[src/logic/mcbo_consts.vh]
// Constants for the complement / BCD adjust execute slice.
// Assumes one core clock; register offsets are byte addresses on APB.
// Function
// - Watchdog clear resets the watchdog counter and clears the expired and sleep flags.
// - Invert memory writes the complement of the addressed byte back to it, touching only the zero flag.
// - Invert to accumulator loads the complement into the working register, memory untouched, zero flag only.
// - Bcd adjust adds 6 to the low nibble when it exceeds 9 or the half nibble overflow flag is set.
// - Bcd adjust adds 6 to the high nibble when it exceeds 9 or the carry flag is set.
// - The bcd correction is one of 00H, 06H, 60H or 66H added to the working register.
// - Bcd adjust changes only the carry flag, set when the high nibble exceeds 9 or the carry flag was already set.
// - The adjusted value goes to the addressed memory location, not the working register.
`ifndef MCBO_CONSTS_VH
`define MCBO_CONSTS_VH
`define MCBO_OFF_CTRL     12'h000
`define MCBO_OFF_ACC      12'h004
`define MCBO_OFF_MDATA    12'h008
`define MCBO_OFF_FLAGS    12'h00C
`define MCBO_OFF_RESULT   12'h010
`define MCBO_OFF_WDT      12'h014
`define MCBO_OP_WDTCLR    3'h1
`define MCBO_OP_INV       3'h2
`define MCBO_OP_INVA      3'h3
`define MCBO_OP_BCD       3'h4
`define MCBO_FLG_Z        0
`define MCBO_FLG_AC       1
`define MCBO_FLG_C        2
`define MCBO_FLG_TO       3
`define MCBO_FLG_PDF      4
`define MCBO_NIB_MAX      4'h9
`define MCBO_NIB_FIX      8'h06
`define MCBO_HI_FIX       8'h60
`define MCBO_WDT_W        16
`endif

[src/logic/mcbo_alu.v]
// Combinational result of the four instructions of this slice.
// Assumes operands are stable; the caller registers everything.
`timescale 1ns/100ps
`default_nettype none
`include "mcbo_consts.vh"
module mcbo_alu
(
    input  wire [2:0] op,        // Selected instruction
    input  wire [7:0] acc,       // Working register value
    input  wire [7:0] mem,       // Addressed memory byte
    input  wire       ac_in,     // Half nibble overflow flag
    input  wire       c_in,      // Carry flag
    output reg  [7:0] result,    // 8-bit result
    output reg        c_out,     // Next carry
    output wire       zero       // Result equals zero
);
    wire       lo_fix;
    wire       hi_fix;
    wire [8:0] sum;
    assign lo_fix = (acc[3:0] > `MCBO_NIB_MAX) | ac_in;
    assign hi_fix = (acc[7:4] > `MCBO_NIB_MAX) | c_in;
    assign sum = {1'b0, acc} + {1'b0, (lo_fix ? `MCBO_NIB_FIX : 8'h00) | (hi_fix ? `MCBO_HI_FIX : 8'h00)};
    assign zero = (result == 8'h00);

    // Result mux; carry held except on adjust
    always @*
    begin
        result = 8'h00;
        c_out  = c_in;
        case (op)
            `MCBO_OP_INV,
            `MCBO_OP_INVA:
            begin
                result = ~mem;
            end
            `MCBO_OP_BCD:
            begin
                result = sum[7:0];
                c_out  = c_in | sum[8] | hi_fix;
            end
            default:
            begin
                result = 8'h00;
            end
        endcase
    end
endmodule // mcbo_alu
`default_nettype wire

[src/logic/mcbo_top.v]
// APB-reached execute slice: watchdog clear, invert and bcd adjust.
// Assumes a single-wait-free APB master on pclk; memory is modelled by
// the operand register and the result/memory write strobe outputs.
`timescale 1ns/100ps
`default_nettype none
`include "mcbo_consts.vh"
module mcbo_top
(
    input  wire        pclk,      // Core clock, 200 MHz
    input  wire        presetn,   // Asynchronous reset, active low
    input  wire        clk_en,    // Freezes all state when low
    input  wire        psel,      // APB select
    input  wire        penable,   // APB access phase
    input  wire        pwrite,    // APB write
    input  wire [11:0] paddr,     // APB byte address
    input  wire [31:0] pwdata,    // APB write data
    output reg  [31:0] prdata,    // APB read data
    output reg         pready,    // APB ready
    output reg         pslverr,   // APB error on unmapped address
    output reg         mem_we,    // Memory write pulse
    output reg  [7:0]  mem_wdata  // Memory write data
);
    reg  [7:0]  acc_reg;
    reg  [7:0]  mdata_reg;
    reg  [4:0]  flags_reg;
    reg  [7:0]  result_reg;
    reg  [15:0] wdt_reg;
    wire [7:0]  alu_res;
    wire        alu_c;
    wire        alu_z;
    wire        acc_w;
    wire        wr;
    wire        rd;
    wire        mapped;
    wire        exec;
    wire [2:0]  op;

    assign wr     = psel & penable & pwrite & ~pready;
    assign rd     = psel & penable & ~pwrite & ~pready;
    assign mapped = (paddr == `MCBO_OFF_CTRL) | (paddr == `MCBO_OFF_ACC) | (paddr == `MCBO_OFF_MDATA) |
                    (paddr == `MCBO_OFF_FLAGS) | (paddr == `MCBO_OFF_RESULT) | (paddr == `MCBO_OFF_WDT);
    assign exec   = wr & (paddr == `MCBO_OFF_CTRL);
    assign op     = pwdata[2:0];
    assign acc_w  = wr & (paddr == `MCBO_OFF_ACC);

    mcbo_alu u_alu
    (
        .op     (op),
        .acc    (acc_reg),
        .mem    (mdata_reg),
        .ac_in  (flags_reg[`MCBO_FLG_AC]),
        .c_in   (flags_reg[`MCBO_FLG_C]),
        .result (alu_res),
        .c_out  (alu_c),
        .zero   (alu_z)
    );

    // APB handshake: one wait state, answer in the access phase
    always @(posedge pclk or negedge presetn)
    begin
        if (!presetn)
        begin
            pready  <= 1'b0;
            pslverr <= 1'b0;
            prdata  <= 32'h00000000;
        end
        else if (clk_en)
        begin
            pready  <= psel & penable & ~pready;
            pslverr <= psel & penable & ~pready & ~mapped;
            if (rd)
            begin
                case (paddr)
                    `MCBO_OFF_ACC:    prdata <= {24'h000000, acc_reg};
                    `MCBO_OFF_MDATA:  prdata <= {24'h000000, mdata_reg};
                    `MCBO_OFF_FLAGS:  prdata <= {27'h0, flags_reg};
                    `MCBO_OFF_RESULT: prdata <= {24'h000000, result_reg};
                    `MCBO_OFF_WDT:    prdata <= {16'h0000, wdt_reg};
                    default:          prdata <= 32'h00000000;
                endcase
            end
        end
    end

    // Datapath state; the watchdog counter free-runs so clears are visible
    always @(posedge pclk or negedge presetn)
    begin
        if (!presetn)
        begin
            acc_reg    <= 8'h00;
            mdata_reg  <= 8'h00;
            flags_reg  <= 5'h00;
            result_reg <= 8'h00;
            wdt_reg    <= 16'h0000;
            mem_we     <= 1'b0;
            mem_wdata  <= 8'h00;
        end
        else if (clk_en)
        begin
            mem_we  <= 1'b0;
            wdt_reg <= wdt_reg + 16'h0001;
            if (acc_w)
                acc_reg <= pwdata[7:0];
            if (wr & (paddr == `MCBO_OFF_MDATA))
                mdata_reg <= pwdata[7:0];
            if (wr & (paddr == `MCBO_OFF_FLAGS))
                flags_reg <= pwdata[4:0];
            if (exec)
            begin
                case (op)
                    `MCBO_OP_WDTCLR:
                    begin
                        wdt_reg                <= 16'h0000;
                        flags_reg[`MCBO_FLG_TO]  <= 1'b0;
                        flags_reg[`MCBO_FLG_PDF] <= 1'b0;
                    end
                    `MCBO_OP_INV:
                    begin
                        mdata_reg  <= alu_res;
                        mem_wdata  <= alu_res;
                        mem_we     <= 1'b1;
                        result_reg <= alu_res;
                        flags_reg[`MCBO_FLG_Z] <= alu_z;
                    end
                    `MCBO_OP_INVA:
                    begin
                        acc_reg    <= alu_res;
                        result_reg <= alu_res;
                        flags_reg[`MCBO_FLG_Z] <= alu_z;
                    end
                    `MCBO_OP_BCD:
                    begin
                        mdata_reg  <= alu_res;
                        mem_wdata  <= alu_res;
                        mem_we     <= 1'b1;
                        result_reg <= alu_res;
                        flags_reg[`MCBO_FLG_C] <= alu_c;
                    end
                    default:
                    begin
                        result_reg <= result_reg;
                    end
                endcase
            end
        end
    end
endmodule // mcbo_top
`default_nettype wire

[config.mk]
export PLATFORM = sky130hd
export DESIGN_NAME = mcbo_top
export DESIGN_NICKNAME = d
export VERILOG_FILES = /design/src/logic/mcbo_alu.v /design/src/logic/mcbo_top.v
export VERILOG_INCLUDE_DIRS = /design/src /design/src/logic
export SDC_FILE = /design/constraint.sdc
export NUM_CORES = 1
export LEC_CHECK = 0
export BUFFER_PORTS_ARGS = -buffer_cell sky130_fd_sc_hd__buf_4
export CAP_MARGIN = 20
export CORE_UTILIZATION = 50
export CTS_BUF_LIST = sky130_fd_sc_hd__clkbuf_4
export DETAILED_ROUTE_END_ITERATION = 6
export PLACE_DENSITY_LB_ADDON = 0.05
export SETUP_SLACK_MARGIN = 0.02
export SLEW_MARGIN = 10
export SYNTH_ARGS = -nofsm -noshare
export SYNTH_HDL_FRONTEND = slang
export SYNTH_SLANG_ARGS = --single-unit
[constraint.sdc]
create_clock -name pclk -period 4.5 [get_ports pclk]
set_input_delay 0 -clock pclk [delete_from_list [all_inputs] [get_ports pclk]]
set_output_delay 0 -clock pclk [all_outputs]
set_load 0.01 [all_outputs]
==> run_results.csv, run 1 <==
group,metric,value,unit
critical_path,crit_slowest_cell,"dfrtp_1",
run_status,status,"complete, no violations",
clock_tree,path_clk_slew,120,ps
clock_tree,clock_latency,420,ps
logic_synthesis,synth_common_cells,"dfrtp_1 (72), nor2_1 (59), nand2_1 (48)",
route,routed_via_density,5.60,
layout,stdcell_area,4570,µm²
min_path,holdPathStages,5,
min_path,holdCritPathClass,"input port to register",
place,portBuffers,52,
sta,fmax,342,MHz
clock_tree,clockBufferDepth,2,
power_and_ir_drop,clockPowerShare,30.6,%
critical_path,r2r_end,"flags_reg[0]",
route,drtPass1Iterations,4,
route,routed_wl,9.84,mm
place,place.gp.congestion,0.939,
logic_synthesis,synth_flop_cell,"dfrtp_1",
power_and_ir_drop,switching_share,29.3,%
sta,fin_crit_sh,64.9,%
critical_path,cp.arrival,3260,ps
power_and_ir_drop,switchingPower,386,µW
layout,seqCellArea,1800,µm²
critical_path,end_kind,"register",
sta,hold_violations,0,
critical_path,endpoint,"flags_reg[0]",
floorplanning,num_rows,31,
power_and_ir_drop,ir_drop,238,µV
logic_synthesis,synth.top_cell.area_share,45.8,%
clock_tree,cts.htree.levels,3,
critical_path,r2r_cells,11,
critical_path,ff2ff_setup_slack,1580,ps
grt,grt_max_degree,73,
logic_synthesis,ys_ff_latch,72,
grt,grt_use_total,25.9,%
place,hpwl,6.92,mm
flow_run,max_cap_viol_count,0,
sta,min_period,2920,ps
layout,fillCellCount,669,
grt,grt_antenna_before_repair,0,
critical_path,cp_num_cells,11,
logic_synthesis,ys_types,57,
logic_synthesis,ys_async_sr_fraction,100,%
clock_tree,cts_tree,"built",
critical_path,critPathBufInv,1,
logic_synthesis,syn_inst,419,
clock_tree,numCtsBuffers,9,
sta,drv_slew,0,
sta,worst_slew_pin_slew,1040,ps
sta,rsz0062_at_grt,"false",
layout,area_growth,16.1,%
critical_path,cp-start-kind,"register",
layout,drive_gt1_share,17.3,%
sta,finalSetupViolations,0,
power_and_ir_drop,power.density,289,nW/µm²
critical_path,max_stage_delay,500,ps
route,drt-wirelength-per-cell,17.0,µm
floorplanning,die_w,90.7,µm
sta,skew,10.7,ps
logic_synthesis,ys_warn_count,0,
grt,grt_pass1_wl,16.5,mm
sta,fin_tns_setup,0,ps
critical_path,cp.required,4840,ps
clock_tree,cts.sinks,72,
critical_path,cp_cell_sequence,"o21ai_0 > nand2b_1 > ha_1 > inv_1 > fa_1 > nand3b_1 > xor2_1 > o22ai_1 > nor4b_1 > nand4_1 > o31ai_1",
power_and_ir_drop,combinationalPowerShare,13.8,%
route,vias,3250,
floorplanning,core_area,7410,µm²
critical_path,path_class,"register to register",
floorplanning,initial_core_util,53.1,%
layout,antennaDiodeCount,0,
logic_synthesis,ys_seq_area_share,45.8,%
logic_synthesis,synth_edf_count,0,
logic_synthesis,yosysTopAreaCell,"dfrtp_1",
clock_tree,cts_root_buf,"clkbuf_4",
route,ant_nets,0,
logic_synthesis,syn_area,3930,µm²
floorplanning,num_io_pins,93,
logic_synthesis,synth.most_common_cell,"dfrtp_1",
critical_path,timing.rr.start,"acc_reg[3]",
critical_path,crit_path_start,"acc_reg[3]",
power_and_ir_drop,leakage,2.09,nW
power_and_ir_drop,p_int,932,µW
sta,maxSlewHeadroom,30.3,%
route,dr.first_iter.drc_count,287,
layout,nets,532,
logic_synthesis,syn_area_per_cell,9.39,µm²
grt,grt-ovfl-total,0,
route,drc,0,
floorplanning,die_h,90.7,µm
floorplanning,die-area,8220,µm²
logic_synthesis,ys_top_cells_by_area,"dfrtp_1 (46%), nor2_1 (5.6%), nand2_1 (4.6%)",
place,placed_cell_area,4290,µm²
layout,multiInputGateArea,1940,µm²
grt,first_global_vias,3188,
critical_path,cp_max_fo,8,
clock_tree,cts_resized,0,
power_and_ir_drop,p_seq_share,55.6,%
power_and_ir_drop,p_total,1.32,mW
critical_path,cp_top_family,"simple AND/OR/NAND/NOR gates",
-- placed cells by master, fill, tap and decap left out, drive strengths merged, types with 9 or more instances in the layout --
| master | netlist | final |
|---|---|---|
| a211oi | 9 | 9 |
| a21oi | 24 | 24 |
| buf | 25 | 52 |
| clkbuf | 11 | 9 |
| conb | 1 | 16 |
| dfrtp | 72 | 72 |
| dlygate4sd3 | 0 | 15 |
| mux2i | 11 | 11 |
| nand2 | 48 | 48 |
| nor2 | 60 | 60 |
| nor3 | 10 | 10 |
| o21ai | 24 | 24 |
| xor2 | 12 | 12 |
-- worst min path at each step --
stage	startpoint	end
after floorplan	presetn	acc_reg[0]
after global placement	presetn	prdata[3]
after detailed placement	presetn	prdata[2]
after CTS	paddr[2]	prdata[4]
after global routing	paddr[2]	prdata[4]
final	paddr[2]	prdata[4]
-- worst reg2reg max path: cells and delay by family, from the launching register on --
family,cells,cell delay (ps)
compound gates,3,560
xor+xnor,1,150
fa+ha+maj,2,610
buf+inv,1,60
flops,1,500
simple gates,4,950
-- per-stage QoR --
| stage | hold WS, ps | instances | util, % | setup WS, ps |
|---|---|---|---|---|
| global route | 209 | 580 | 61.6 | 1230 |
| CTS | 131 | 580 | 61.6 | 1610 |
| global placement | 189 | 549 | 57.8 | 1700 |
| detailed placement | 190 | 549 | 57.8 | 1640 |
| floorplan | -296 | 434 | - | 1990 |
| finish | 160 | 580 | 61.6 | 1580 |
-- cell type report --
class                   instances  area share [%]
repair buffers                 67            11.8
multi-input cells             318            42.5
flip-flops and latches         72            39.5
well taps                      99            2.71
inverters                       8           0.658
clock buffers                   9            1.48
clock inverters                 7            1.37
-- repair_timing --
action                    CTS  global route
hold endpoints to repair  105             0
hold buffers               15             0
setup buffers               0             0
-- kinds of logic after synthesis --
logic type,Yosys count,share of synthesized area [%]
multiplexers,15,4.04
flip-flops,72,45.8
adder cells (fa/ha/maj),6,2.10
XOR/XNOR,18,4.01
AND/OR/NAND/NOR,167,21.7
other,1,0.0954
AO/OA/AOI/OAI,96,15.9
buffers and inverters,44,6.30
-- per-layer routing --
layer | wire [µm] | global-route usage (%) | share of wire [%] | vias up
met5 | 0 | 0 | 0 | -
met3 | 662 | 3.79 | 6.7 | 12
met2 | 4430 | 39.1 | 45 | 109
met4 | 147 | 10.3 | 1.5 | 0
li1 | - | - | - | 1563
met1 | 4600 | 37.4 | 47 | 1566
-- power by group through the flow --
stage | Sequential (mW) | Clock [mW] | Combinational, mW
5_1_grt | 0.741 | 0.443 | 0.203
6_report | 0.733 | 0.403 | 0.182
2_1_floorplan | 0.738 | 0 | 0.106
3_5_place_dp | 0.745 | 0 | 0.171
3_3_place_gp | 0.742 | 0 | 0.167
4_1_cts | 0.732 | 0.412 | 0.182
(Power assumes the default switching activity.)
==> inputs of run 2 (changes only) <==
clock period = 2.4 ns   (was 4.5 ns; I/O delays follow)
==> run 2 against run 1 <==
Non-clock buffer count up 26. Final cell count up 4.5%. Global-route usage up 0.67 points. Core utilization up 3.0 points. Critical endpoint unchanged. Flip-flop and latch count unchanged.
==> run_results.csv, run 2 (synthesis gave the netlist of run 1 again) <==
group,metric,value,unit
layout,stdcell_area,4790,µm²
power_and_ir_drop,ir_drop,438,µV
place,hpwl,7.42,mm
critical_path,r2r_end,"flags_reg[0]",
power_and_ir_drop,power.density,520,nW/µm²
critical_path,timing.rr.start,"acc_reg[1]",
sta,skew,12.7,ps
route,dr.first_iter.drc_count,395,
clock_tree,cts.sinks,72,
route,drt-wirelength-per-cell,16.7,µm
layout,fillCellCount,657,
sta,finalSetupViolations,0,
grt,first_global_vias,3179,
layout,multiInputGateArea,1960,µm²
clock_tree,clockBufferDepth,2,
grt,grt_max_degree,73,
sta,whs,130,ps
floorplanning,die_w,90.7,µm
grt,grt_util_met1,39.7,%
clock_tree,cts_root_buf,"clkbuf_4",
floorplanning,die_h,90.7,µm
layout,area_growth,21.8,%
route,routed_via_density,5.58,
grt,busiest_layer,"met1",
sta,fin_tns_setup,0,ps
place,portBuffers,52,
power_and_ir_drop,combinationalPowerShare,14.2,%
critical_path,path_class,"register to register",
grt,use_met2,39.1,%
critical_path,ff2ff_setup_slack,80,ps
route,drc,0,
grt,grt_antenna_before_repair,0,
clock_tree,path_clk_slew,120,ps
min_path,holdPathEnd,"prdata[3]",
min_path,holdCritPathClass,"input port to register",
sta,fin_crit_sh,96.7,%
power_and_ir_drop,p_total,2.49,mW
sta,maxSlewHeadroom,39.8,%
grt,grt_pass1_wl,16.9,mm
clock_tree,numCtsBuffers,9,
floorplanning,initial_core_util,53.1,%
power_and_ir_drop,p_int,1.77,mW
sta,min_period,2320,ps
critical_path,cp.arrival,2640,ps
min_path,hp-start,"psel",
critical_path,r2r_cells,11,
clock_tree,cts.htree.levels,3,
layout,drive_gt1_share,22.9,%
sta,fmax,431,MHz
place,placed_cell_area,4470,µm²
layout,final_cell_mix,"buf_4 (78), dfrtp_1 (72), nor2_1 (59), nand2_1 (48), a21oi_1 (22)",
route,ant_nets,0,
power_and_ir_drop,leakage,2.23,nW
power_and_ir_drop,switching_share,28.7,%
power_and_ir_drop,p_seq_share,55.3,%
sta,rsz0062_at_grt,"true",
layout,nets,558,
layout,antennaDiodeCount,0,
power_and_ir_drop,switchingPower,715,µW
route,vias,3382,
floorplanning,num_io_pins,93,
grt,grt-ovfl-total,0,
layout,seqCellArea,1800,µm²
run_status,status,"complete, no violations",
route,drtPass1Iterations,5,
min_path,holdPathStages,5,
sta,hold_violations,0,
grt,grt_use_total,26.6,%
layout,layout_commonest_cell,"buf_4",
grt,grtUsageMet3,5.13,%
critical_path,cp-start-kind,"register",
critical_path,cp.required,2720,ps
critical_path,cp_max_fo,3,
clock_tree,clock_latency,410,ps
clock_tree,cts_tree,"built",
place,place.gp.congestion,0.944,
sta,drv_slew,0,
flow_run,max_cap_viol_count,0,
sta,worst_slew_pin_slew,903,ps
critical_path,end_kind,"register",
floorplanning,num_rows,31,
floorplanning,die-area,8220,µm²
floorplanning,core_area,7410,µm²
power_and_ir_drop,clockPowerShare,30.6,%
route,routed_wl,10.1,mm
-- run 2: final cells by class --
class / instances / area share [%]
Inverter: 8 / 0.627
Multi-Input combinational cell: 318 / 41.0
Timing Repair Buffer: 93 / 15.4
Clock buffer: 10 / 1.57
Clock inverter: 6 / 1.25
Sequential cell: 72 / 37.6
Tap cell: 99 / 2.59
-- run 2: metal layers --
| metal | share of wire (%) | vias up |
|---|---|---|
| met3 | 7.6 | 12 |
| li1 | - | 1621 |
| met4 | 1.3 | 0 |
| met2 | 43 | 157 |
| met1 | 48 | 1592 |
| met5 | 0 | - |
-- run 2: power groups by stage --
stage | logic [mW] | clock network (mW) | registers (mW)
final | 0.353 | 0.761 | 1.38
after global routing | 0.398 | 0.843 | 1.38
after floorplan | 0.198 | 0 | 1.38
after global placement | 0.323 | 0 | 1.39
after detailed placement | 0.327 | 0 | 1.40
after CTS | 0.350 | 0.788 | 1.38
-- run 2: worst max-delay path by stage --
| stage | start | endpoint | slack, ps | depth (start not counted) |
|---|---|---|---|---|
| final | acc_reg[1] | flags_reg[0] | 80 | 11 |
| after detailed placement | acc_reg[1] | flags_reg[0] | 4 | 11 |
| after global routing | acc_reg[5] | acc_reg[7] | -50 | 9 |
| after global placement | acc_reg[1] | flags_reg[0] | 80 | 11 |
| after floorplan | acc_reg[3] | flags_reg[0] | 30 | 12 |
| after CTS | acc_reg[1] | flags_reg[0] | 30 | 11 |
-- run 2: critical path, cell delays in order, from the launching register on --
cell	delay (ps)
dfrtp_1	360
o21ai_1	70
nand2b_1	110
ha_2	200
inv_1	50
fa_2	370
nand3b_1	180
xor2_1	160
o22ai_1	120
nor4b_2	270
nand4_1	120
o31ai_1	210
-- run 2: timing repair --
action	CTS	global route
setup buffers	1	0
setup endpoints to repair	1	11
pin swaps	0	0
hold endpoints to repair	103	0
cloned	0	0
hold buffers	15	0
gates resized for setup	2	5
-- run 2: stage by stage --
| stage | setup WS [ps] | util, % | std cells |
|---|---|---|---|
| global route | -54.5 | 64.7 | 606 |
| CTS | 27.1 | 64.4 | 606 |
| finish | 79.5 | 64.7 | 606 |
| detailed placement | 3.56 | 60.4 | 574 |
| global placement | 81.7 | 60.4 | 574 |
| floorplan | 33.4 | - | 434 |
